File: src/core/agc_pkg.sv
// What this block does
// RULE_01: Software programs the threshold offset first; attack thresholds sit above it.
// RULE_02: Threshold offset resets to 63.9 dB above the zero-input reference.
// RULE_03: Lower attack threshold is offset plus low setting, default 12.8 dB.
// RULE_04: Upper attack threshold is offset plus upper setting, default 25.6 dB.
// RULE_05: Maximum gain returns only below lower threshold minus hysteresis, default 21.3 dB.
// RULE_06: Software may use one common setting set for every filter bandwidth.
// RULE_07: Common setting uses 63.9 dB or 51.1 dB offset by filter width.
// RULE_08: Raw strength is corrected by programmable offset and slope before thresholding.
// RULE_09: Corrected strength passes a peak filter with separate rise and fall coefficients.
// RULE_10: Each of two Schmitt triggers steers analog gain and digital gain correction.
// RULE_11: Second IF gain takes exactly one of three values from the decision.
// RULE_12: Gain state is a registered two-bit value, updated per sample, reset to maximum.
package agc_pkg;

  // Levels are carried in steps of 0.1 dB so every printed figure is exact.
  localparam int DATA_W = 16;
  localparam int ADDR_W = 6;
  localparam int RAW_W = 10;
  localparam int STR_W = 12;
  localparam int THR_W = 13;
  localparam int OFS_W = 10;
  localparam int LVL_W = 9;
  localparam int DGC_W = 8;
  localparam int SH_W = 4;
  localparam int SLOPE_W = 8;
  localparam int SLOPE_FRAC = 6;
  localparam int CORR_W = 12;
  localparam int FRAC_W = 8;

  localparam logic [ADDR_W-1:0] ADDR_THR_OFFSET = 6'h00;
  localparam logic [ADDR_W-1:0] ADDR_LOWER = 6'h04;
  localparam logic [ADDR_W-1:0] ADDR_UPPER = 6'h08;
  localparam logic [ADDR_W-1:0] ADDR_HYST = 6'h0c;
  localparam logic [ADDR_W-1:0] ADDR_STR_OFFS = 6'h10;
  localparam logic [ADDR_W-1:0] ADDR_STR_SLOPE = 6'h14;
  localparam logic [ADDR_W-1:0] ADDR_RISE = 6'h18;
  localparam logic [ADDR_W-1:0] ADDR_FALL = 6'h1c;
  localparam logic [ADDR_W-1:0] ADDR_DGC_MID = 6'h20;
  localparam logic [ADDR_W-1:0] ADDR_DGC_LOW = 6'h24;
  localparam logic [ADDR_W-1:0] ADDR_CTRL = 6'h28;
  localparam logic [ADDR_W-1:0] ADDR_STATUS = 6'h2c;
  localparam logic [ADDR_W-1:0] ADDR_LEVEL = 6'h30;

  localparam logic [OFS_W-1:0] RST_THR_OFFSET = 10'h27f;
  localparam logic [LVL_W-1:0] RST_LOWER = 9'h080;
  localparam logic [LVL_W-1:0] RST_UPPER = 9'h100;
  localparam logic [LVL_W-1:0] RST_HYST = 9'h0d5;
  localparam logic [CORR_W-1:0] RST_STR_OFFS = 12'h000;
  localparam logic [SLOPE_W-1:0] RST_STR_SLOPE = 8'h40;
  localparam logic [SH_W-1:0] RST_RISE = 4'h4;
  localparam logic [SH_W-1:0] RST_FALL = 4'h4;
  localparam logic [DGC_W-1:0] RST_DGC_MID = 8'h9b;
  localparam logic [DGC_W-1:0] RST_DGC_LOW = 8'hff;
  localparam logic RST_AGC_EN = 1'b1;

  localparam int CTRL_EN_BIT = 0;
  localparam int STAT_LO_BIT = 2;
  localparam int STAT_UP_BIT = 3;

  typedef enum logic [1:0] {GAIN_MAX, GAIN_MID, GAIN_LOW} gain_step_type;

  typedef struct packed {
    logic valid;
    logic [RAW_W-1:0] level;
  } raw_sample_type;

  typedef struct packed {
    gain_step_type step;
    logic [DGC_W-1:0] digital_gain_correction;
  } gain_out_type;

endpackage

File: src/core/peak_memory_filter.sv
`timescale 1ns/1ns
module peak_memory_filter #(
  parameter int W = agc_pkg::STR_W,
  parameter int F = agc_pkg::FRAC_W,
  parameter int SH = agc_pkg::SH_W
) (
  // Clock and reset.
  input wire logic core_clk,
  input wire logic srst,
  // Corrected strength and rise and fall shifts in.
  input wire logic x_valid,
  input wire logic [W-1:0] x,
  input wire logic [SH-1:0] rise_shift,
  input wire logic [SH-1:0] fall_shift,
  // Filtered strength out.
  output logic y_valid,
  output logic [W-1:0] y
);
  import agc_pkg::*;

  logic [W+F-1:0] acc_ff;
  logic y_valid_ff;
  logic signed [W+F:0] diff;
  logic signed [W+F:0] step;
  logic [W+F:0] nxt_sum;
  logic [SH:0] fall_total;

  // Decay is chained after attack, so it can never be faster than it.
  assign fall_total = {1'b0, rise_shift} + {1'b0, fall_shift};
  assign diff = $signed({1'b0, x, {F{1'b0}}}) - $signed({1'b0, acc_ff});

  always_comb begin
    step = diff[W+F] ? (diff >>> fall_total) : (diff >>> rise_shift); // see RULE_09
    nxt_sum = {1'b0, acc_ff} + step;
  end

  always_ff @(posedge core_clk) begin
    if (srst) begin
      acc_ff <= '0;
    end else if (x_valid) begin
      acc_ff <= nxt_sum[W+F-1:0]; // see RULE_09
    end
  end

  always_ff @(posedge core_clk) begin
    if (srst) begin
      y_valid_ff <= 1'b0;
    end else begin
      y_valid_ff <= x_valid;
    end
  end

  assign y = acc_ff[W+F-1:F];
  assign y_valid = y_valid_ff;
endmodule

File: src/core/agc_threshold_decision.sv
// The implementer's own choices: strobed register access and the register offsets.
`timescale 1ns/1ns
module agc_threshold_decision (
  // Clock and reset.
  input wire logic core_clk,
  input wire logic srst,
  // Register port.
  input wire logic [agc_pkg::ADDR_W-1:0] reg_addr,
  input wire logic [agc_pkg::DATA_W-1:0] reg_wdata,
  input wire logic reg_wr,
  input wire logic reg_rd,
  output logic [agc_pkg::DATA_W-1:0] reg_rdata,
  // Raw signal strength from the converter.
  input wire agc_pkg::raw_sample_type raw_in,
  // Gain decision to the IF stages, and the filtered level.
  output agc_pkg::gain_out_type gain_out,
  output logic [agc_pkg::STR_W-1:0] filt_level
);
  import agc_pkg::*;

  logic [OFS_W-1:0] thr_offset_ff;
  logic [LVL_W-1:0] lower_ff;
  logic [LVL_W-1:0] upper_ff;
  logic [LVL_W-1:0] hyst_ff;
  logic [CORR_W-1:0] offs_ff;
  logic [SLOPE_W-1:0] slope_ff;
  logic [SH_W-1:0] rise_ff;
  logic [SH_W-1:0] fall_ff;
  logic [DGC_W-1:0] dgc_mid_ff;
  logic [DGC_W-1:0] dgc_low_ff;
  logic agc_en_ff;
  logic [DATA_W-1:0] rdata_ff;
  logic [STR_W-1:0] corr_ff;
  logic corr_valid_ff;
  logic filt_valid;
  logic [STR_W-1:0] filt_y;
  logic [STR_W-1:0] level_ff;
  logic trig_lo_ff;
  logic trig_up_ff;
  logic nxt_trig_lo;
  logic nxt_trig_up;
  gain_step_type nxt_gain;
  gain_out_type gain_out_ff;
  logic [THR_W-1:0] lo_thr;
  logic [THR_W-1:0] up_thr;
  logic [THR_W-1:0] level_ext;
  logic [THR_W-1:0] level_hys;
  logic [DATA_W-1:0] read_mux;

  function automatic logic write_hit(input logic [ADDR_W-1:0] off);
    return reg_wr && (reg_addr == off);
  endfunction

  // The product keeps full width; only the final clamp narrows it.
  function automatic logic [STR_W-1:0] correct_level(
    input logic [RAW_W-1:0] raw,
    input logic [SLOPE_W-1:0] slope,
    input logic [CORR_W-1:0] offs
  );
    logic [RAW_W+SLOPE_W-1:0] prod;
    logic signed [RAW_W+SLOPE_W+1:0] sum;
    logic signed [RAW_W+SLOPE_W+1:0] top;
    prod = (RAW_W+SLOPE_W)'(raw) * (RAW_W+SLOPE_W)'(slope);
    sum = $signed({2'b00, prod >> SLOPE_FRAC}) + (RAW_W+SLOPE_W+2)'($signed(offs));
    top = {{(RAW_W+SLOPE_W+2-STR_W){1'b0}}, {STR_W{1'b1}}};
    if (sum < 0) begin
      return '0;
    end else if (sum > top) begin
      return '1;
    end else begin
      return sum[STR_W-1:0];
    end
  endfunction

  function automatic logic [DGC_W-1:0] dgc_of(
    input gain_step_type step,
    input logic [DGC_W-1:0] mid,
    input logic [DGC_W-1:0] low
  );
    case (step)
      GAIN_MID: return mid;
      GAIN_LOW: return low;
      default: return '0;
    endcase
  endfunction

  // Threshold registers; the offset is expected to be written first.
  always_ff @(posedge core_clk) begin
    if (srst) begin
      thr_offset_ff <= RST_THR_OFFSET; // see RULE_02
      lower_ff <= RST_LOWER; // see RULE_03
      upper_ff <= RST_UPPER; // see RULE_04
      hyst_ff <= RST_HYST; // see RULE_05
    end else begin
      if (write_hit(ADDR_THR_OFFSET)) begin
        thr_offset_ff <= reg_wdata[OFS_W-1:0]; // see RULE_01
      end
      if (write_hit(ADDR_LOWER)) begin
        lower_ff <= reg_wdata[LVL_W-1:0];
      end
      if (write_hit(ADDR_UPPER)) begin
        upper_ff <= reg_wdata[LVL_W-1:0];
      end
      if (write_hit(ADDR_HYST)) begin
        hyst_ff <= reg_wdata[LVL_W-1:0];
      end
    end
  end

  // Strength correction and filter coefficients.
  always_ff @(posedge core_clk) begin
    if (srst) begin
      offs_ff <= RST_STR_OFFS;
      slope_ff <= RST_STR_SLOPE;
      rise_ff <= RST_RISE;
      fall_ff <= RST_FALL;
    end else begin
      if (write_hit(ADDR_STR_OFFS)) begin
        offs_ff <= reg_wdata[CORR_W-1:0];
      end
      if (write_hit(ADDR_STR_SLOPE)) begin
        slope_ff <= reg_wdata[SLOPE_W-1:0];
      end
      if (write_hit(ADDR_RISE)) begin
        rise_ff <= reg_wdata[SH_W-1:0];
      end
      if (write_hit(ADDR_FALL)) begin
        fall_ff <= reg_wdata[SH_W-1:0];
      end
    end
  end

  // Digital gain correction values and enable.
  always_ff @(posedge core_clk) begin
    if (srst) begin
      dgc_mid_ff <= RST_DGC_MID;
      dgc_low_ff <= RST_DGC_LOW;
      agc_en_ff <= RST_AGC_EN;
    end else begin
      if (write_hit(ADDR_DGC_MID)) begin
        dgc_mid_ff <= reg_wdata[DGC_W-1:0];
      end
      if (write_hit(ADDR_DGC_LOW)) begin
        dgc_low_ff <= reg_wdata[DGC_W-1:0];
      end
      if (write_hit(ADDR_CTRL)) begin
        agc_en_ff <= reg_wdata[CTRL_EN_BIT];
      end
    end
  end

  always_comb begin
    read_mux = '0;
    case (reg_addr)
      ADDR_THR_OFFSET: read_mux = DATA_W'(thr_offset_ff);
      ADDR_LOWER: read_mux = DATA_W'(lower_ff);
      ADDR_UPPER: read_mux = DATA_W'(upper_ff);
      ADDR_HYST: read_mux = DATA_W'(hyst_ff);
      ADDR_STR_OFFS: read_mux = DATA_W'(offs_ff);
      ADDR_STR_SLOPE: read_mux = DATA_W'(slope_ff);
      ADDR_RISE: read_mux = DATA_W'(rise_ff);
      ADDR_FALL: read_mux = DATA_W'(fall_ff);
      ADDR_DGC_MID: read_mux = DATA_W'(dgc_mid_ff);
      ADDR_DGC_LOW: read_mux = DATA_W'(dgc_low_ff);
      ADDR_CTRL: read_mux = DATA_W'(agc_en_ff);
      ADDR_STATUS: read_mux = DATA_W'({trig_up_ff, trig_lo_ff, gain_out_ff.step});
      ADDR_LEVEL: read_mux = DATA_W'(level_ff);
      default: read_mux = '0;
    endcase
  end

  // Read data stand for one cycle only, zero otherwise.
  always_ff @(posedge core_clk) begin
    if (srst) begin
      rdata_ff <= '0;
    end else begin
      rdata_ff <= reg_rd ? read_mux : '0;
    end
  end

  always_ff @(posedge core_clk) begin
    if (srst) begin
      corr_ff <= '0;
      corr_valid_ff <= 1'b0;
    end else begin
      corr_valid_ff <= raw_in.valid;
      if (raw_in.valid) begin
        corr_ff <= correct_level(raw_in.level, slope_ff, offs_ff); // see RULE_08
      end
    end
  end

  peak_memory_filter #(
    .W(STR_W),
    .F(FRAC_W),
    .SH(SH_W)
  ) u_peak (
    .core_clk(core_clk),
    .srst(srst),
    .x_valid(corr_valid_ff),
    .x(corr_ff),
    .rise_shift(rise_ff),
    .fall_shift(fall_ff),
    .y_valid(filt_valid),
    .y(filt_y)
  );

  always_ff @(posedge core_clk) begin
    if (srst) begin
      level_ff <= '0;
    end else if (filt_valid) begin
      level_ff <= filt_y;
    end
  end

  assign lo_thr = THR_W'(thr_offset_ff) + THR_W'(lower_ff); // see RULE_03
  assign up_thr = THR_W'(thr_offset_ff) + THR_W'(upper_ff); // see RULE_04
  assign level_ext = THR_W'(filt_y);
  // Adding hysteresis to the level avoids an underflowing threshold.
  assign level_hys = level_ext + THR_W'(hyst_ff);

  // Two Schmitt triggers; a disabled block falls back to maximum gain per sample.
  always_comb begin
    nxt_trig_lo = trig_lo_ff;
    nxt_trig_up = trig_up_ff;
    if (filt_valid) begin
      if (!agc_en_ff) begin
        nxt_trig_lo = 1'b0;
        nxt_trig_up = 1'b0;
      end else begin
        if (level_ext >= lo_thr) begin
          nxt_trig_lo = 1'b1; // see RULE_03
        end else if (level_hys < lo_thr) begin
          nxt_trig_lo = 1'b0; // see RULE_05
        end
        if (level_ext >= up_thr) begin
          nxt_trig_up = 1'b1; // see RULE_04
        end else if (level_hys < up_thr) begin
          nxt_trig_up = 1'b0;
        end
      end
    end
  end

  always_comb begin
    if (nxt_trig_up) begin
      nxt_gain = GAIN_LOW; // see RULE_11
    end else if (nxt_trig_lo) begin
      nxt_gain = GAIN_MID;
    end else begin
      nxt_gain = GAIN_MAX;
    end
  end

  // Step and correction share one process, as both are fields of one output word.
  // Correction follows register writes even while the gain step holds.
  always_ff @(posedge core_clk) begin
    if (srst) begin
      trig_lo_ff <= 1'b0;
      trig_up_ff <= 1'b0;
      gain_out_ff.step <= GAIN_MAX; // see RULE_12
      gain_out_ff.digital_gain_correction <= '0;
    end else begin
      trig_lo_ff <= nxt_trig_lo;
      trig_up_ff <= nxt_trig_up;
      gain_out_ff.step <= nxt_gain; // see RULE_12
      gain_out_ff.digital_gain_correction <= dgc_of(nxt_gain, dgc_mid_ff, dgc_low_ff); // see RULE_10
    end
  end

  assign reg_rdata = rdata_ff;
  assign gain_out = gain_out_ff;
  assign filt_level = level_ff;
endmodule

File: config.mk
export PLATFORM = sky130hd
export DESIGN_NAME = agc_threshold_decision
export DESIGN_NICKNAME = d
export VERILOG_FILES = /design/src/core/agc_pkg.sv /design/src/core/peak_memory_filter.sv /design/src/core/agc_threshold_decision.sv
export SDC_FILE = /design/constraint.sdc
export NUM_CORES = 1
export LEC_CHECK = 0
export BUFFER_PORTS_ARGS = -buffer_cell sky130_fd_sc_hd__buf_2
export CAP_MARGIN = 5
export CORE_MARGIN = 1
export CORE_UTILIZATION = 70
export CTS_BUF_LIST = sky130_fd_sc_hd__clkbuf_4 sky130_fd_sc_hd__clkbuf_8
export CTS_CLUSTER_SIZE = 24
export DETAILED_ROUTE_END_ITERATION = 6
export PLACE_DENSITY = 0.94
export SKIP_CTS_REPAIR_TIMING = 1
export SLEW_MARGIN = 5
export SYNTH_ARGS = -nofsm -noshare
export SYNTH_HDL_FRONTEND = slang
export SYNTH_HIERARCHICAL = 1
export SYNTH_SLANG_ARGS = --single-unit
File: constraint.sdc
create_clock -name core_clk -period 13.76 [get_ports core_clk]
set_input_delay 2.752 -clock core_clk [delete_from_list [all_inputs] [get_ports core_clk]]
set_output_delay 2.752 -clock core_clk [all_outputs]
set_load 0.02 [all_outputs]
**Word-level counts from Yosys, hierarchy flattened**

Cells that the tools add are included.

- Bits in registers: 156
- Input bits: 37
- Word-level logic and storage cells: 80

- Add/sub/neg operators: 7
- Multipliers: 1
- $lt $le $gt $ge: 6
- Equality and inequality tests: 14
- Shifts and indexed selects: 2
- Multiplexer cells: 15
- Bitwise gates (word level): 1
- Reductions and logical operators: 13

Operators by type and width:

| cell | number |
|---|---|
| $pmux W12 S13 | 1 |
| $eq A6 B6 Y1 const B | 5 |
| $lt A13 B11 Y1 | 2 |
| $eq A6 B5 Y1 const B | 4 |
| $ge A12 B11 Y1 | 2 |
| $mux W12 | 2 |
| $add A10 B9 Y11 | 2 |
| $sshr A21 B4 Y20 | 1 |
| $sshr A21 B5 Y20 | 1 |
| $sub A20 B20 Y21 | 1 |
| $add A20 B20 Y20 | 1 |
| $mux W20 | 1 |
| $mul A10 B8 Y18 | 1 |
| $pmux W8 S2 | 1 |
| $add A13 B12 Y14 | 1 |
| $gt A14 B13 Y1 const B | 1 |
| $lt A14 B1 Y1 const B | 1 |
| $add A12 B9 Y13 | 1 |
| $eq A6 B4 Y1 const B | 2 |
| $logic_and A1 B1 Y1 | 11 |
| $mux W1 | 9 |
| $eq A6 B3 Y1 const B | 1 |
| $logic_not A6 Y1 | 1 |
| $add A4 B4 Y5 | 1 |
| other kinds (5) | 5 |

**Logic depth before layout (Yosys ltp)**

Gate-level depths: netlist of run 1.

- Depth in word-level cells: 10
- Mapped depth: 27

**Hierarchy**

Netlist of run 1, hierarchy kept.

By module, submodules not included:

| module | instances | cells an instance | area each (µm²) |
|---|---|---|---|
| agc_threshold_decision | 1 | 1234 | 10267.3 |
| peak_memory_filter | 1 | 532 | 4006.3 |

**Worst setup path before layout of run 1**

OpenSTA, ideal clock, no wires.

- Path kind: input-to-reg
- Start: in raw_in[0] (netlist name)
- End: reg corr_ff[6]
- Setup time: 0.071 ns
- Arrival: 8.064 ns
- Slack: 5.625 ns
- Cell stages on the path: 24
- Path buffers: 1
- Cell sequence: nand2_1 > fa_1 > fa_1 > inv_1 > fa_1 > inv_1 > fa_1 > inv_1 > ha_1 > a21o_1 > o2bb2ai_1 > o21ai_0 > nand3_1 > a31o_2 > xor2_1 > ha_1 > or2_2 > a21oi_1 > nor2_1 > or4b_1 > mux2i_1 > buf_4 > o21ai_1 > a21oi_1

- Cells in the longest elaborated chain, start to end: 5
- Elaborated cells between the ends (all ways): 6
- Those cells by class: add/sub: 1; mul: 1; order compare: 2; mux: 2

RTL lines:

| item | line | RTL |
|---|---|---|
| start: declaration | agc_threshold_decision.sv:14 | `input wire agc_pkg::raw_sample_type raw_in,` |
| $mul A10 B8 Y18 (*) | agc_threshold_decision.sv:63 | `prod = (RAW_W+SLOPE_W)'(raw) * (RAW_W+SLOPE_W)'(slope);` |
| $add A13 B12 Y14 (*) | agc_threshold_decision.sv:64 | `sum = $signed({2'b00, prod >> SLOPE_FRAC}) + (RAW_W+SLOPE_W+2)'($signed(offs));` |
| $gt A14 B13 Y1 | agc_threshold_decision.sv:68 | `end else if (sum > top) begin` |
| $mux W12 | agc_threshold_decision.sv:68 |  |
| $mux W12 (*) | agc_threshold_decision.sv:66 | `if (sum < 0) begin` |
| end signal: assignment | agc_threshold_decision.sv:188 | `corr_ff <= correct_level(raw_in.level, slope_ff, offs_ff);` |
| end: declaration | agc_threshold_decision.sv:33 | `logic [STR_W-1:0] corr_ff;` |

Every way passes the cells marked *; elsewhere a longest branch is shown, timed or not.
A chain may end at the register's enable or synchronous reset.

**Final worst setup path of run 1**

- Start: in raw_in[0] (netlist name)
- End: reg corr_ff[11]

Same word-level chain as after synthesis.

==> results of run 1 <==
[per-layer routing]
metal / GRT usage, % / routed length, um / vias up
met4: 15.8 / 1560 / 0
met5: 0 / 0 / -
li1: - / - / 6289
met1: 53.6 / 16600 / 6455
met2: 65.4 / 18900 / 872
met3: 12.0 / 5360 / 147
[report_power, final]
group,internal (mW),switching (mW)
Sequential,0.463,0.0700
Combinational,0.566,0.790
Clock,0.146,0.235
Total,1.18,1.09
[critical path, stage by stage]
cell	delay, ps
buf_2	150
nand2_1	90
fa_1	530
fa_1	550
inv_1	60
fa_1	530
inv_1	60
fa_1	530
inv_1	40
ha_1	350
a21o_1	200
o2bb2ai_1	120
o21ai_0	300
nand3_1	160
a31o_2	280
a21oi_1	340
xnor2_1	190
ha_1	280
o21ai_0	120
nor2_1	100
or4b_1	500
mux2i_1	700
o21ai_0	240
a21oi_1	200
[sequential cells by signal (all words and copies together) (netlist names), 4 cells and up]
signal,count
dgc_mid_ff,8
hyst_ff,9
dgc_low_ff,8
slope_ff,8
offs_ff,12
upper_ff,9
u_peak/acc_ff,20
corr_ff,12
lower_ff,9
rise_ff,4
gain_out,9
filt_level,12
thr_offset_ff,10
reg_rdata,12
fall_ff,4
[final timing paths]
| kind | startpoint | cells after the start | slack, ps | end |
|---|---|---|---|---|
| worst max register to register | u_peak/acc_ff[9]$_SDFFE_PP0P_ | 23 | 6490 | u_peak/acc_ff[16]$_SDFFE_PP0P_ |
| worst min-delay path | corr_ff[5]$_SDFFE_PP0P_ | 2 | 480 | corr_ff[5]$_SDFFE_PP0P_ |
| worst min register to register | corr_ff[5]$_SDFFE_PP0P_ | 2 | 480 | corr_ff[5]$_SDFFE_PP0P_ |
| worst max-delay path | raw_in[0] | 24 | 4780 | corr_ff[11]$_SDFFE_PP0P_ |
[layout by cell type (no fill, tap or decap), types with 21 or more instances in the layout]
cell	n
nand2_1	201
a21oi_1	160
ha_1	155
dfxtp_1	151
inv_1	116
nor2_1	105
nand3_1	77
and2_1	68
buf_2	65
mux2i_1	59
o21ai_0	58
fa_1	53
xnor2_1	52
nor3_1	40
a21o_1	27
o211ai_1	23
xor2_1	21
a22oi_1	21
[layout make-up]
class | instances | area (um^2) | share of cell area [%]
Timing Repair Buffer | 74 | 393 | 2.62
Multi-Input combinational cell | 1403 | 10400 | 69.1
Clock buffer | 17 | 234 | 1.56
Clock inverter | 15 | 214 | 1.43
Inverter | 117 | 439 | 2.93
Tap cell | 265 | 332 | 2.21
Sequential cell | 151 | 3020 | 20.2
[kinds of logic (layout without fill, tap and decap cells)]
logic type / count (synthesis) / count (layout) / synth area share [%]
other: 1 / 4 / 0.0263
adders and majority gates: 208 / 208 / 21.0
xor gates and xnor gates: 73 / 73 / 4.48
and+or+nand+nor: 595 / 595 / 20.5
muxes: 72 / 72 / 5.58
DFF: 151 / 151 / 21.2
buffers and inverters: 215 / 223 / 6.36
AOI/OAI and AO/OA: 451 / 451 / 20.8
==> results.toml, run 1 <==
[sta]
fin_hold_ws_ps = 476
setup_viol = 0
final.setup.worst_slack_ps = 4780
min_period_over_period_pct = 65.2
rsz0062_at_grt = "false"
drv_slew = 0
tns_ps = 0
fin_skew_ps = 19.6
relSlewSlack_pct = 16.6
period_needed_ps = 8980
max_freq_mhz = 111
tightest_slew_ps = 1240
hold_viol = 0

[global_route]
antenna_found_initial = 0
grt_pass1_vias = 12900
grt_pass1_wl_um = 66700
grtUsageTotal_pct = 41.5
grt_max_degree = 103
overflow = 0

[layout]
finish.net_count = 2009
finalInstanceArea_um2 = 15000
fin_util_pct = 76.0
layoutNonFillerInstCount = 2042
num_antenna_cells = 0
area_delta_synth_final_pct = 5.05
n_fill_cell = 1415
drive_gt1_share_pct = 8.61

[placement]
gp_congestion = 0.976
placedInstanceArea_um2 = 14500
place_ws_ps = 4430
dp_hpwl_um = 31500
io_buffers = 66
dp.cells = 2010

[drt]
wl_um = 42400
ant_nets = 0
vias = 13800
drt_iter0_drc = 1827
dr.pass1.iters = 7
viasPerCell = 6.74
drc_errors = 0
wire_per_inst_um = 20.8

[synth]
yosysSeqAreaShare_pct = 21.2
synth_area_leaders = "dfxtp_1 (21%), ha_1 (14%), fa_1 (7.4%)"
synth-edff-count = 0
post-synth-top-count-cell = "nand2_1"
yosys_warnings = 6
synth_seq_cells = 151
post-synth-top-area-cell = "dfxtp_1"
syn_area_per_cell_um2 = 8.08
syn_inst = 1766
synth.top_cell.area_share_pct = 21.2
synth.distinct_cells = 99
synthFlopType = "dfxtp_1"
syn-cell-area_um2 = 14300
ys_async_sr_fraction_pct = 0
yosys-top-cells-count = "nand2_1 (201), a21oi_1 (160), ha_1 (155), dfxtp_1 (151), inv_1 (116)"

[clock_tree]
htreeDepth = 4
cts.sinks = 151
cts_made_buffers = 17
clkSlewWorstSetupHoldPaths_ps = 110
worstSkewPairLatency_ps = 490
cts_tree = "done"
clockBufferDepth = 2
ctsRootBufferMaster = "clkbuf_8"

[critical_path]
crit_path_end_kind = "register"
cp-start-kind = "input pin"
worstPathArrival_ps = 9390
crit_type = "in2reg"
crit_fanout = 12
crit_required_ps = 14170

[die]
die_w_um = 145
die_y_um = 145
fp-row-count = 51
dieArea_um2 = 21000
start_util_pct = 72.4
core_um2 = 19700
ios = 75

[run_status]
outcome = "completed"

[pwr]
p_leak_nw = 6.68
cellPowerDensity_nw_per_um2 = 151
ir_drop_uv = 125
power_mw = 2.27

[job]
cap_violations = 0

[min_path]
hp-class = "reg2reg"
No activity file was read; power rests on OpenSTA's default activity.
==> inputs of run 2 (changes only) <==
--- a/config.mk
+++ b/config.mk
@@ -8,11 +8,11 @@
 export BUFFER_PORTS_ARGS = -buffer_cell sky130_fd_sc_hd__buf_2
 export CAP_MARGIN = 5
 export CORE_MARGIN = 1
-export CORE_UTILIZATION = 70
+export CORE_UTILIZATION = 58
 export CTS_BUF_LIST = sky130_fd_sc_hd__clkbuf_4 sky130_fd_sc_hd__clkbuf_8
 export CTS_CLUSTER_SIZE = 24
 export DETAILED_ROUTE_END_ITERATION = 6
-export PLACE_DENSITY = 0.94
+export PLACE_DENSITY = 0.83
 export SKIP_CTS_REPAIR_TIMING = 1
 export SLEW_MARGIN = 5
 export SYNTH_ARGS = -nofsm -noshare
==> constraint.sdc (replaced) <==
create_clock -name core_clk -period 7.81 [get_ports core_clk]
set_input_delay 1.562 -clock core_clk [delete_from_list [all_inputs] [get_ports core_clk]]
set_output_delay 1.562 -clock core_clk [all_outputs]
set_load 0.02 [all_outputs]
==> results.toml, run 2 (synthesized netlist as in run 1, its figures left out) <==
[sta]
max_freq_mhz = 137
hold_viol = 0
tns_ps = 0
tightest_slew_ps = 1200
min_period_over_period_pct = 93.7
fin_skew_ps = 14.9
period_needed_ps = 7320
rsz0062_at_grt = "false"
relSlewSlack_pct = 19.5
setup_viol = 0
final.setup.worst_slack_ps = 492
drv_slew = 0

[pwr]
p_leak_nw = 6.69
ir_drop_uv = 213
p_switching_mw = 1.90
power.internal_mw = 2.06
clkPwrFrac_pct = 15.6
cellPowerDensity_nw_per_um2 = 263
swShare_pct = 48.1
seq_power_share_pct = 22.7
combPwrFrac_pct = 61.7

[die]
dieArea_um2 = 25200
start_util_pct = 58.9
die_y_um = 159
die_w_um = 159
core_um2 = 24200
ios = 75
fp-row-count = 57

[critical_path]
slowest_stage = "o311ai_2"
crit_path_end_kind = "register"
cp_num_buf_inv = 4
worstPathArrival_ps = 7710
critPathLaunch = "raw_in[0]"
slowest_delay_ps = 650
cp-start-kind = "input pin"
crit_top_cell = "fa_1"
crit_required_ps = 8210
crit_family = "adder cells"
crit_fanout = 12
rr_startpoint = "u_peak/acc_ff[17]$_SDFFE_PP0P_"
crit_type = "in2reg"

[drt]
vias = 13500
ant_nets = 0
wl_um = 42100
dr.pass1.iters = 7
drc_errors = 0
wire_per_inst_um = 20.0
drt_iter0_drc = 1272
viasPerCell = 6.40

[global_route]
met3_usage_pct = 4.73
grt_pass1_wl_um = 65900
grt_pass1_vias = 12400
antenna_found_initial = 0
grtUsageTotal_pct = 32.6
top_usage_layer = "met2"
overflow = 0
use_met2_pct = 51.4
grt_max_degree = 88
grt_use_met1_pct = 44.0

[layout]
final_common_cell = "nand2_1"
finish.net_count = 2015
largest_register_ffs = 20
drive_gt1_share_pct = 8.92
n_fill_cell = 2135
largest-register = "u_peak/acc_ff"
num_antenna_cells = 0
final_cell_mix = "nand2_1 (201), a21oi_1 (160), ha_1 (155)"
area_delta_synth_final_pct = 5.45

[min_path]
hp-class = "reg2reg"
hold_path.startpoint = "corr_ff[11]$_SDFFE_PP0P_"

[clock_tree]
clkSlewWorstSetupHoldPaths_ps = 90
ctsRootBufferMaster = "clkbuf_8"
htreeDepth = 4
cts.sinks = 151
clockBufferDepth = 2
cts_tree = "done"
cts_made_buffers = 17
worstSkewPairLatency_ps = 470

[run_status]
outcome = "completed"

[job]
cap_violations = 0

[placement]
io_buffers = 66
dp_hpwl_um = 32200
gp_congestion = 1.00
place_ws_ps = 45.3
-- run 2: per-stage QoR --
stage | util, % | power (mW) | hold WS [ps] | cell area, um^2 | cells
after floorplan | - | 2.77 | 436 | 14300 | 1769
after detailed placement | 60.5 | 3.28 | 453 | 14700 | 2075
final | 62.1 | 3.96 | 465 | 15100 | 2107
after global placement | 60.5 | 3.22 | 447 | 14700 | 2075
after global routing | 62.1 | 4.22 | 474 | 15100 | 2107
after CTS | 62.1 | 3.91 | 465 | 15100 | 2107
-- run 2: worst paths after layout --
path | to | slack, ps | depth (start not counted)
worst min register to register | corr_ff[11]$_SDFFE_PP0P_ | 470 | 2
worst max-delay path | corr_ff[11]$_SDFFE_PP0P_ | 490 | 25
worst max register to register | u_peak/acc_ff[16]$_SDFFE_PP0P_ | 770 | 23
worst min-delay path | corr_ff[11]$_SDFFE_PP0P_ | 470 | 2
-- run 2: layout make-up --
cell class	count	area (um^2)	share of cell area, %
flip-flops and latches	151	3020	20.1
repair buffers	80	438	2.91
clock inverters	15	153	1.01
inverters	117	439	2.92
multi-input cells	1403	10400	68.8
well taps	324	405	2.69
clock buffers	17	234	1.55
-- run 2: worst register-to-register path, cell delays in order, from the launching register on --
cell and delay [ps]:
dfxtp_1 590, inv_1 180, ha_1 410, nand4_1 170, a21oi_1 90, nor3_1 430
nand3_1 400, nand2_2 510, mux2i_1 260, mux4_2 550, a32o_1 230, a211oi_1 200
ha_1 220, inv_1 60, fa_1 400, nor2b_1 130, o21a_1 130, o21ai_0 180
a211oi_1 390, o31ai_1 190, o21ai_0 320, a31oi_1 210, or4b_2 650, nand3_1 110
-- run 2: power by group through the flow --
stage	logic [mW]	clock network, mW	registers, mW
2_1_floorplan	1.90	0	0.874
3_3_place_gp	2.31	0	0.912
3_5_place_dp	2.37	0	0.914
4_1_cts	2.39	0.616	0.896
5_1_grt	2.67	0.646	0.905
6_report	2.45	0.617	0.899
-- run 2: layer usage --
| metal | vias up | share of wire (%) |
|---|---|---|
| met4 | 0 | 4.5 |
| met2 | 714 | 45 |
| met1 | 6355 | 42 |
| met3 | 118 | 8.2 |
| li1 | 6292 | - |
| met5 | - | 0 |
==> inputs of run 3 (changes only) <==
--- a/config.mk
+++ b/config.mk
@@ -8,11 +8,11 @@
 export BUFFER_PORTS_ARGS = -buffer_cell sky130_fd_sc_hd__buf_2
 export CAP_MARGIN = 5
 export CORE_MARGIN = 1
-export CORE_UTILIZATION = 58
+export CORE_UTILIZATION = 65
 export CTS_BUF_LIST = sky130_fd_sc_hd__clkbuf_4 sky130_fd_sc_hd__clkbuf_8
 export CTS_CLUSTER_SIZE = 24
 export DETAILED_ROUTE_END_ITERATION = 6
-export PLACE_DENSITY = 0.83
+export PLACE_DENSITY = 0.88
 export SKIP_CTS_REPAIR_TIMING = 1
 export SLEW_MARGIN = 5
 export SYNTH_ARGS = -nofsm -noshare
==> constraint.sdc (replaced) <==
create_clock -name core_clk -period 8.2 [get_ports core_clk]
set_input_delay 1.64 -clock core_clk [delete_from_list [all_inputs] [get_ports core_clk]]
set_output_delay 1.64 -clock core_clk [all_outputs]
set_load 0.02 [all_outputs]
==> results.toml, run 3 (synthesized netlist as in run 1, its figures left out) <==
[sta]
tns_ps = 0
drv_slew = 0
min_period_over_period_pct = 90.2
max_freq_mhz = 135
hold_viol = 0
period_needed_ps = 7390
tightest_slew_ps = 1240
final.setup.worst_slack_ps = 807
setup_viol = 0
rsz0062_at_grt = "false"
fin_skew_ps = 28.1
relSlewSlack_pct = 16.4

[drt]
wl_um = 41700
drc_errors = 0
viasPerCell = 6.62
vias = 13600
wire_per_inst_um = 20.2
dr.pass1.iters = 6
ant_nets = 0
drt_iter0_drc = 1595

[layout]
final_cell_mix = "nand2_1 (201), a21oi_1 (160), ha_1 (155)"
largest-register = "u_peak/acc_ff"
fin_util_pct = 70.8
finalInstanceArea_um2 = 15100
seqCellArea_um2 = 3020
num_antenna_cells = 0
finish.net_count = 2018
final_common_cell = "nand2_1"
drive_gt1_share_pct = 9.07
largest_register_ffs = 20
multi_input_area_um2 = 10400
n_fill_cell = 1704
area_delta_synth_final_pct = 5.61
layoutNonFillerInstCount = 2061

[global_route]
grt_max_degree = 101
antenna_found_initial = 0
grt_pass1_wl_um = 66000
overflow = 0
grt_pass1_vias = 12700
grtUsageTotal_pct = 37.6

[placement]
io_buffers = 66
dp.cells = 2029
dp_hpwl_um = 31500
placedInstanceArea_um2 = 14600
gp_congestion = 1.01
place_ws_ps = 490

[die]
start_util_pct = 67.1
die_y_um = 150
fp-row-count = 53
dieArea_um2 = 22600
ios = 75
die_w_um = 150
core_um2 = 21300

[pwr]
cellPowerDensity_nw_per_um2 = 252
p_leak_nw = 6.73
ir_drop_uv = 156

[clock_tree]
worstSkewPairLatency_ps = 490
cts_tree = "done"
ctsRootBufferMaster = "clkbuf_8"
clockBufferDepth = 2
htreeDepth = 4
clkSlewWorstSetupHoldPaths_ps = 110
cts_made_buffers = 17
cts.sinks = 151

[critical_path]
worstPathArrival_ps = 7780
crit_type = "in2reg"
cp-start-kind = "input pin"
crit_fanout = 12
crit_path_end_kind = "register"
crit_required_ps = 8590

[job]
cap_violations = 0

[min_path]
hp-class = "reg2reg"

[run_status]
outcome = "completed"
run 3: changes by cell type in the layout (fill, tap and decap cells not counted):
cell	delta
inv_8	-6
clkinv_2	-2
clkinv_8	+4
clkinvlp_4	-1
inv_12	+5
buf_4	+3
run 3: per-layer routing:
layer	global-route usage, %	wire (um)
met2	59.9	18800
met5	0	0
met1	50.2	16800
met3	7.91	4840
met4	13.2	1240
run 3: path summary, 6_finish.rpt:
path                                      start  cells past startpoint  slack, ps                              to
hold / removal          corr_ff[3]$_SDFFE_PP0P_                      2        470         corr_ff[3]$_SDFFE_PP0P_
setup / recovery                      raw_in[0]                     25        810        corr_ff[10]$_SDFFE_PP0P_
setup reg to reg  u_peak/acc_ff[9]$_SDFFE_PP0P_                     24       1140  u_peak/acc_ff[16]$_SDFFE_PP0P_
hold reg to reg         corr_ff[3]$_SDFFE_PP0P_                      2        470         corr_ff[3]$_SDFFE_PP0P_
run 3: report_power, final:
group / internal (mW) / switching [mW] / leakage (nW)
sequential: 0.777 / 0.0739 / 1.22
clock: 0.247 / 0.398 / 0.218
combinational: 0.955 / 1.35 / 5.29
total: 1.98 / 1.83 / 6.73
run 3: cell type report:
class	instances	area share [%]
Multi-Input combinational cell	1403	68.7
Sequential cell	151	20.1
Timing Repair Buffer	83	3.05
Inverter	117	2.91
Tap cell	275	2.28
Clock buffer	17	1.55
Clock inverter	15	1.42
run 3: critical path, cell delays in order:
cell,delay (ps)
buf_2,150
nand2_1,100
fa_1,530
fa_1,540
inv_1,50
fa_1,530
inv_1,50
fa_1,520
inv_1,40
ha_1,340
a21o_1,190
o2bb2ai_1,110
o21ai_0,280
nand3_1,150
a31o_2,280
a21oi_1,260
xnor2_1,170
ha_1,290
o21ai_0,140
nor2_1,110
or4b_1,560
mux2i_1,220
buf_4,220
a21oi_1,50
a211oi_1,240
run 3: through the flow:
stage	hold WS (ps)	power, mW
after CTS	476	3.74
after floorplan	436	2.64
after global routing	493	4.06
final	472	3.80
after detailed placement	463	3.10
after global placement	456	3.03
